[src/shared/pmt_defines.vh]
// constants for the period match timer: offsets, fields, resets, timing
`ifndef PMT_DEFINES_VH
`define PMT_DEFINES_VH

// register indices as printed; byte address is four times the index
`define PMT_IDX_COUNT       8'h11
`define PMT_IDX_CONTROL     8'h12
`define PMT_IDX_PERIOD      8'h92
`define PMT_IDX_FLAG        8'h0C
`define PMT_IDX_MASK        8'h8C
`define PMT_ADDR_W          10

// control register fields
`define PMT_CTL_IN_LO       0
`define PMT_CTL_IN_HI       1
`define PMT_CTL_RUN         2
`define PMT_CTL_OUT_LSB     3
`define PMT_CTL_OUT_MSB     6

// flag register bit of the match event
`define PMT_FLAG_MATCH      1

// reset values
`define PMT_RST_COUNT       8'h00
`define PMT_RST_CONTROL     7'h00
`define PMT_RST_PERIOD      8'hFF

// instruction clock is the input clock divided by four
`define PMT_INSTR_DIV       4
`define PMT_INSTR_DIV_W     2

`endif

[src/hw/pmt_divider.v]
// programmable modulo counter used for both the input and output dividers
`timescale 1ns/1ns
module pmt_divider #(
   parameter WIDTH = 4
) (
   // clock and control
   input  wire             clk_i,
   input  wire             rst_i,
   input  wire             ce_i,
   input  wire             clr_i,
   // count event and terminal value
   input  wire             tick_i,
   input  wire [WIDTH-1:0] last_i,
   // one pulse per completed ratio
   output wire             done_o
);

   reg [WIDTH-1:0] cnt_ff;

   // done is combinational so the caller sees it in the tick cycle
   assign done_o = tick_i && (cnt_ff >= last_i);

   // counter restarts on clear or on completion
   always @(posedge clk_i)
   begin
      if (rst_i)
         cnt_ff <= {WIDTH{1'b0}};
      else if (ce_i)
      begin
         if (clr_i)
            cnt_ff <= {WIDTH{1'b0}};
         else if (done_o)
            cnt_ff <= {WIDTH{1'b0}};
         else if (tick_i)
            cnt_ff <= cnt_ff + {{(WIDTH-1){1'b0}}, 1'b1};
      end
   end

endmodule // pmt_divider

[src/hw/pmt_timer.v]
// eight-bit period match timer with dividers, apb registers and interrupt
//
// Local design decision: the APB interface to the registers.
`timescale 1ns/1ns
`include "pmt_defines.vh"
// register map, byte address is four times the index:
//   count   index 11, read/write, clears on reset
//   control index 12, bit 7 reads zero, run in bit 2
//   period  index 92, all ones after reset
//   flag    index 0C, bit 1 set by the output divider, write one clears
//   mask    index 8C, bit 1 lets the flag raise the interrupt
// a bus access takes one wait state: ready rises one edge after the
// access phase opens and stands for one cycle
// the interrupt output is high while flag and mask share a set bit

module pmt_timer (
   // clock, reset, enable
   input  wire        CLK_I,
   input  wire        SYS_RST_I,
   input  wire        CE_I,
   // apb slave
   input  wire        PSEL_I,
   input  wire        PENABLE_I,
   input  wire        PWRITE_I,
   input  wire [11:0] PADDR_I,
   input  wire [31:0] PWDATA_I,
   input  wire [3:0]  PSTRB_I,
   output reg  [31:0] PRDATA_O,
   output reg         PREADY_O,
   output reg         PSLVERR_O,
   // interrupt
   output reg         IRQ_O,
   // time base to the serial port and the capture/compare unit
   output reg         SER_MATCH_O,
   output reg         CAP_MATCH_O,
   output reg  [7:0]  CAP_COUNT_O
);

   // registers and their next values
   reg  [7:0] count_ff;
   reg  [7:0] period_ff;
   reg  [6:0] control_ff;
   reg  [7:0] flag_ff;
   reg  [7:0] mask_ff;
   reg  [1:0] instr_ff;
   reg  [7:0] nxt_count;
   reg  [7:0] nxt_flag;
   reg  [31:0] nxt_rdata;
   reg        nxt_err;

   // decode and strobe nets
   wire       instr_tick;
   wire       inc_tick;
   wire       post_done;
   wire       match;
   wire       clr_div;
   wire       acc;
   wire       wr;
   wire       sel_count;
   wire       sel_control;
   wire       sel_period;
   wire       sel_flag;
   wire       sel_mask;
   wire       hit;
   wire [3:0] pre_last;
   // per-register write strobes
   wire       wr_count;
   wire       wr_control;
   wire       wr_period;
   wire       wr_flag;
   wire       wr_mask;

   // only the match bit of the flag and mask words is built
   localparam [7:0] FLAG_IMPL = 8'h01 << `PMT_FLAG_MATCH;

   // maps register index to the apb byte address and compares
   function addr_is;
      input [11:0] addr;
      input [7:0]  idx;
      begin
         addr_is = (addr == {2'b00, idx, 2'b00});
      end
   endfunction

   // input divider terminal value from the select field
   function [3:0] pre_terminal;
      input [1:0] sel;
      begin
         case (sel)
            2'b00:   pre_terminal = 4'h0;
            2'b01:   pre_terminal = 4'h3;
            default: pre_terminal = 4'hF;
         endcase
      end
   endfunction

   // apb decode; access phase with one wait state, writes take effect at the edge that ends its ready cycle
   assign acc         = PSEL_I && PENABLE_I && PREADY_O;
   assign wr          = acc && PWRITE_I && PSTRB_I[0];
   assign sel_count   = addr_is(PADDR_I, `PMT_IDX_COUNT);
   assign sel_control = addr_is(PADDR_I, `PMT_IDX_CONTROL);
   assign sel_period  = addr_is(PADDR_I, `PMT_IDX_PERIOD);
   assign sel_flag    = addr_is(PADDR_I, `PMT_IDX_FLAG);
   assign sel_mask    = addr_is(PADDR_I, `PMT_IDX_MASK);
   assign hit = sel_count | sel_control | sel_period | sel_flag | sel_mask;

   // one write strobe per register; a write to an unmapped word is dropped
   assign wr_count   = wr && sel_count;
   assign wr_control = wr && sel_control;
   assign wr_period  = wr && sel_period;
   assign wr_flag    = wr && sel_flag;
   assign wr_mask    = wr && sel_mask;

   // divider counters restart on count or control writes; the quarter
   // phase counter does not, so a write never shortens the next tick
   assign clr_div = wr_count || wr_control;

   // instruction clock tick, gated by run so the divider chain sleeps
   assign instr_tick = control_ff[`PMT_CTL_RUN] && (instr_ff == 2'b11);
   assign pre_last   = pre_terminal(control_ff[`PMT_CTL_IN_HI:`PMT_CTL_IN_LO]);
   assign match      = inc_tick && (count_ff == period_ff);

   // input divider: 1, 4 or 16 instruction clocks per increment
   pmt_divider #(
      .WIDTH (4)
   ) u_pre (
      .clk_i  (CLK_I),
      .rst_i  (SYS_RST_I),
      .ce_i   (CE_I),
      .clr_i  (clr_div),
      .tick_i (instr_tick),
      .last_i (pre_last),
      .done_o (inc_tick)
   );

   // output divider: field plus one matches per flag
   pmt_divider #(
      .WIDTH (4)
   ) u_post (
      .clk_i  (CLK_I),
      .rst_i  (SYS_RST_I),
      .ce_i   (CE_I),
      .clr_i  (clr_div),
      .tick_i (match),
      .last_i (control_ff[`PMT_CTL_OUT_MSB:`PMT_CTL_OUT_LSB]),
      .done_o (post_done)
   );

   // quarter divider for the instruction clock; free so phase is steady,
   // at the cost of up to three clocks of jitter on the first tick after run
   always @(posedge CLK_I)
   begin
      if (SYS_RST_I)
         instr_ff <= 2'b00;
      else if (CE_I)
         instr_ff <= instr_ff + 2'b01;
   end

   // next count: software write wins over the increment; a period below the
   // current count lets the count run on through ff and wrap to zero
   always @*
   begin
      nxt_count = count_ff;
      if (wr_count)
         nxt_count = PWDATA_I[7:0];
      else if (match)
         nxt_count = 8'h00;
      else if (inc_tick)
         nxt_count = count_ff + 8'h01;
   end

   // sticky flags: hardware set wins over write-one-to-clear, so an event
   // landing on the clear cycle is never lost
   always @*
   begin
      nxt_flag = flag_ff;
      if (wr_flag)
         nxt_flag = flag_ff & ~PWDATA_I[7:0];
      if (post_done)
         nxt_flag[`PMT_FLAG_MATCH] = 1'b1;
      nxt_flag = nxt_flag & FLAG_IMPL;
   end

   // read mux; unmapped addresses answer with an error and zero data;
   // a count read shows the value after this edge's update
   always @*
   begin
      nxt_rdata = 32'h00000000;
      nxt_err   = !hit;
      if (sel_count)
         nxt_rdata[7:0] = nxt_count;
      else if (sel_control)
         nxt_rdata[7:0] = {1'b0, control_ff};
      else if (sel_period)
         nxt_rdata[7:0] = period_ff;
      else if (sel_flag)
         nxt_rdata[7:0] = flag_ff;
      else if (sel_mask)
         nxt_rdata[7:0] = mask_ff;
   end

   // count and flags; a control write leaves the count alone, and reset
   // clears every counter of the chain
   always @(posedge CLK_I)
   begin
      if (SYS_RST_I)
      begin
         count_ff <= `PMT_RST_COUNT;
         flag_ff  <= 8'h00;
      end
      else if (CE_I)
      begin
         count_ff <= nxt_count;
         flag_ff  <= nxt_flag;
      end
   end

   // period register, all ones after reset
   always @(posedge CLK_I)
   begin
      if (SYS_RST_I)
         period_ff <= `PMT_RST_PERIOD;
      else if (CE_I && wr_period)
         period_ff <= PWDATA_I[7:0];
   end

   // control register; bit 7 is not stored at all
   always @(posedge CLK_I)
   begin
      if (SYS_RST_I)
         control_ff <= `PMT_RST_CONTROL;
      else if (CE_I && wr_control)
         control_ff <= PWDATA_I[6:0];
   end

   // interrupt mask, only the match bit can be set
   always @(posedge CLK_I)
   begin
      if (SYS_RST_I)
         mask_ff <= 8'h00;
      else if (CE_I && wr_mask)
         mask_ff <= PWDATA_I[7:0] & FLAG_IMPL;
   end

   // apb answer: ready one edge after the access phase opens, data registered;
   // ready falls right after, so a held request is answered again every second cycle
   always @(posedge CLK_I)
   begin
      if (SYS_RST_I)
      begin
         PREADY_O  <= 1'b0;
         PRDATA_O  <= 32'h00000000;
         PSLVERR_O <= 1'b0;
      end
      else if (CE_I)
      begin
         PREADY_O  <= PSEL_I && PENABLE_I && !PREADY_O;
         PSLVERR_O <= PSEL_I && PENABLE_I && !PREADY_O && nxt_err;
         if (PSEL_I && PENABLE_I && !PREADY_O && !PWRITE_I)
            PRDATA_O <= nxt_rdata;
         else
            PRDATA_O <= 32'h00000000;
      end
   end

   // interrupt level; uses the next flag so it follows the set in one edge
   always @(posedge CLK_I)
   begin
      if (SYS_RST_I)
         IRQ_O <= 1'b0;
      else if (CE_I)
         IRQ_O <= |(nxt_flag & mask_ff);
   end

   // time base to the serial port and capture/compare unit, all registered
   always @(posedge CLK_I)
   begin
      if (SYS_RST_I)
      begin
         SER_MATCH_O <= 1'b0;
         CAP_MATCH_O <= 1'b0;
         CAP_COUNT_O <= 8'h00;
      end
      else if (CE_I)
      begin
         SER_MATCH_O <= match;
         CAP_MATCH_O <= match;
         CAP_COUNT_O <= nxt_count;
      end
   end

endmodule // pmt_timer

[config.mk]
export PLATFORM = sky130hd
export DESIGN_NAME = pmt_timer
export DESIGN_NICKNAME = d
export VERILOG_FILES = /design/src/hw/pmt_divider.v /design/src/hw/pmt_timer.v
export VERILOG_INCLUDE_DIRS = /design/src /design/src/shared
export SDC_FILE = /design/constraint.sdc
export NUM_CORES = 1
export LEC_CHECK = 0
export BUFFER_PORTS_ARGS = -buffer_cell sky130_fd_sc_hd__buf_2
export CAP_MARGIN = 20
export CORE_ASPECT_RATIO = 1.1
export CORE_MARGIN = 10
export CORE_UTILIZATION = 55
export DETAILED_ROUTE_END_ITERATION = 12
export GPL_TIMING_DRIVEN = 1
export PLACE_DENSITY = 0.81
export SYNTH_ARGS = -nofsm -noshare
export SYNTH_HDL_FRONTEND = slang
export SYNTH_SLANG_ARGS = --single-unit
[constraint.sdc]
create_clock -name CLK_I -period 3.6 [get_ports CLK_I]
set_input_delay 0.18 -clock CLK_I [delete_from_list [all_inputs] [get_ports CLK_I]]
set_output_delay 0.18 -clock CLK_I [all_outputs]
set_load 0.1 [all_outputs]
==> flow_summary.toml <==
[flow_run]
cap_violations = 0

[sta]
skew_ns = 0.00722
setup_tns_ns = 0
hold_violations = 0
period_needed_ns = 2.91
setup_ws_ns = 0.686
fin_crit_sh_pct = 81.0
worst_slew_pin_slew_ns = 0.802
setup_viol = 0
rsz0062_at_grt = "false"
relSlewSlack_pct = 46.0
drv_slew = 0
fmax_mhz = 343

[clock_tree]
cts_tree = "done"
cts_buffer_depth = 2
post_cts_resized = 0
htreeDepth = 2
root_buffer = "clkbuf_8"
postCtsSetupRepairBufs = 0
cts_buffers = 5
clkTransAtPathRegs_ns = 0.09
insertion_delay_ns = 0.30
cts_hold_buf = 0
cts.sinks = 47

[worst_setup_path]
reg2reg_from = "control_ff[1]"
path_max_fanout = 9
critPathCaptureType = "flip-flop"
start_kind = "flip-flop"
crit_arrival_ns = 3.13
required_ns = 3.81
path_class = "flip-flop to flip-flop"
rr_worst_depth = 8
r2r-end = "flag_ff[1]"
r2r_slack_ns = 0.69

[min_path]
min_path_type = "input port to flip-flop"
whs_path_depth = 3
hold_end = "period_ff[4]"
hp-start = "PWDATA_I[4]"

[floorplanning]
fp-row-count = 28
fp.dieH_um = 98.5
core_region_area_sq_um = 5400
start_util_pct = 57.2
die_w_um = 91.4
dieArea_sq_um = 9010
ios = 99

[placed_design]
dp_cells = 479
pre_cts_slack_ns = 0.793
io_buffers = 47
dp_hpwl_um = 6260
gp_congestion = 0.913

[power]
p_int_mw = 0.694
combPwrFrac_pct = 20.4
p_leak_nw = 1.33
seqPwrFrac_pct = 50.3
swShare_pct = 34.4
p_clk_share_pct = 29.3
power_mw = 1.06
vdd_drop_max_v = 0.000230
power_density_nw_per_um2 = 319
switchingPower_mw = 0.364

[route]
routed_wl_um = 8230
drt_iter0_drc = 291
vias_per_cell = 5.71
final_antenna_net_count = 0
drc = 0
routedWlPerCell_um = 16.9
dr.pass1.iters = 5
num_vias = 2782

[synthesis]
synthArstFlopShare_pct = 0
syn-cell-area_sq_um = 3080
ys_ff_latch = 47
synth-seq-area-share_pct = 30.5
yosysWarningCount = 0
postSynthCellCount = 374
avgSynthCellArea_sq_um = 8.25
yosysUniqueCellTypes = 65
synth_edf_count = 0
synth-main-ff-cell = "dfxtp_1"

[final_layout]
fin_util_pct = 61.4
layout.nets = 477
fillers = 495
area_growth_pct = 7.46
drive_gt1_share_pct = 18.0
fin_cells = 487
diodes = 0

[grt]
grt_start_max_net_pins = 33
gr-total-overflow = 0
grt_pass1_wl_um = 13100
antenna_found_initial = 0
grt_pass1_vias = 2708
grt_usage_pct = 17.4

[status]
status = "finished, final reports clean"
==> per-layer routing <==
metal	global-route usage [%]	wire (um)	up-vias
met3	4.48	730	20
met5	0	0	-
met2	29.2	3800	141
met4	6.15	201	0
met1	21.0	3500	1273
li1	-	-	1348
==> synth_stat cells, types with 3 or more instances <==
cell type | count | area share (%)
nor2_1 | 39 | 4.7
nand3_1 | 17 | 2.8
clkbuf_1 | 6 | 0.73
o21ai_0 | 13 | 2.1
dfxtp_1 | 47 | 31
nor4_1 | 3 | 0.61
and2_1 | 6 | 1.2
or3_1 | 3 | 0.61
nand2_1 | 41 | 5.0
a21o_1 | 3 | 0.73
inv_1 | 11 | 1.3
o21a_1 | 3 | 0.73
and3_1 | 3 | 0.61
a211oi_1 | 6 | 1.5
mux2i_1 | 21 | 6.8
a21oi_1 | 18 | 2.9
o22ai_1 | 4 | 0.81
buf_4 | 26 | 6.3
nor2b_1 | 6 | 1.2
xor2_1 | 10 | 2.8
nor3_1 | 10 | 1.6
buf_1 | 3 | 0.37
ha_1 | 12 | 4.9
xnor2_1 | 4 | 1.1
==> power groups by stage <==
stage               clock, mW  combinational [mW]  sequential (mW)
floorplan                   0               0.176            0.565
CTS                     0.313               0.214            0.532
detailed placement          0               0.214            0.544
global route            0.328               0.225            0.533
global placement            0               0.211            0.544
finish                  0.310               0.215            0.532
==> metrics by stage <==
stage	hold slack [ns]	cell area, sq um
finish	0.133	3310
CTS	0.125	3310
global route	0.157	3310
global placement	0.429	3230
floorplan	0.308	3170
detailed placement	0.441	3230
==> critical path, stage by stage (launching register included) <==
cell,delay (ns)
dfxtp_1,0.36
or2_2,0.31
ha_1,0.28
nor2b_1,0.05
o21ai_0,0.29
nand2_1,0.32
nor4_1,0.79
a21oi_1,0.14
a211oi_1,0.28
==> worst max-delay path by stage <==
stage,from,endpoint,slack (ns),cells past startpoint
finish,control_ff[1],flag_ff[1],0.69,8
global route,control_ff[1],flag_ff[1],0.51,8
CTS,control_ff[1],flag_ff[1],0.77,8
detailed placement,control_ff[1],flag_ff[1],0.79,8
global placement,control_ff[0],u_post.cnt_ff[3],0.87,8
floorplan,CAP_COUNT_O[2],CAP_COUNT_O[7],0.94,7
==> flip-flops by register name, summed over array words and instances (netlist names), 2 cells and up <==
name / flops
CAP_COUNT_O: 8
PRDATA_O: 8
control_ff: 7
instr_ff: 2
period_ff: 8
u_post.cnt_ff: 4
u_pre.cnt_ff: 4
==> cell type report <==
| cell class | instances | area [sq um] | share of cell area [%] |
|---|---|---|---|
| sequential | 47 | 941 | 28.4 |
| clock buffer | 7 | 76.3 | 2.30 |
| tap | 75 | 93.8 | 2.83 |
| multi-input combinational | 299 | 1920 | 58.0 |
| timing repair buffer | 47 | 235 | 7.10 |
| inverter | 11 | 41.3 | 1.25 |
| clock inverter | 1 | 5.00 | 0.151 |
==> logic make-up after synthesis <==
| logic type | after synthesis | synth area share, % |
|---|---|---|
| and+or+nand+nor | 150 | 25.6 |
| AOI/OAI and AO/OA | 75 | 16.9 |
| buffers and inverters | 51 | 9.98 |
| DFF | 47 | 30.5 |
| muxes | 23 | 7.55 |
| xor gates and xnor gates | 15 | 4.50 |
| adders and majority gates | 12 | 4.87 |
| other | 1 | 0.122 |
==> cell usage in the layout, fill, tap and decap left out, types with 3 or more instances in the layout <==
| cell | synthesis | routed |
|---|---|---|
| nand2_1 | 41 | 41 |
| nor4_1 | 3 | 3 |
| o21ai_0 | 13 | 13 |
| nor3_1 | 10 | 10 |
| and2_1 | 6 | 6 |
| ha_1 | 12 | 12 |
| dfxtp_1 | 47 | 47 |
| inv_1 | 11 | 11 |
| or3_1 | 3 | 3 |
| clkbuf_8 | 0 | 5 |
| o21a_1 | 3 | 3 |
| a211oi_1 | 6 | 6 |
| a21oi_1 | 18 | 18 |
| and3_1 | 3 | 3 |
| xnor2_1 | 4 | 4 |
| mux2i_1 | 21 | 21 |
| conb_1 | 1 | 24 |
| nor2b_1 | 6 | 6 |
| nand3_1 | 17 | 17 |
| buf_2 | 2 | 47 |
| a21o_1 | 3 | 3 |
| xor2_1 | 10 | 10 |
| nor2_1 | 39 | 39 |
| o22ai_1 | 4 | 4 |
Power figures use the tool's default switching activity.
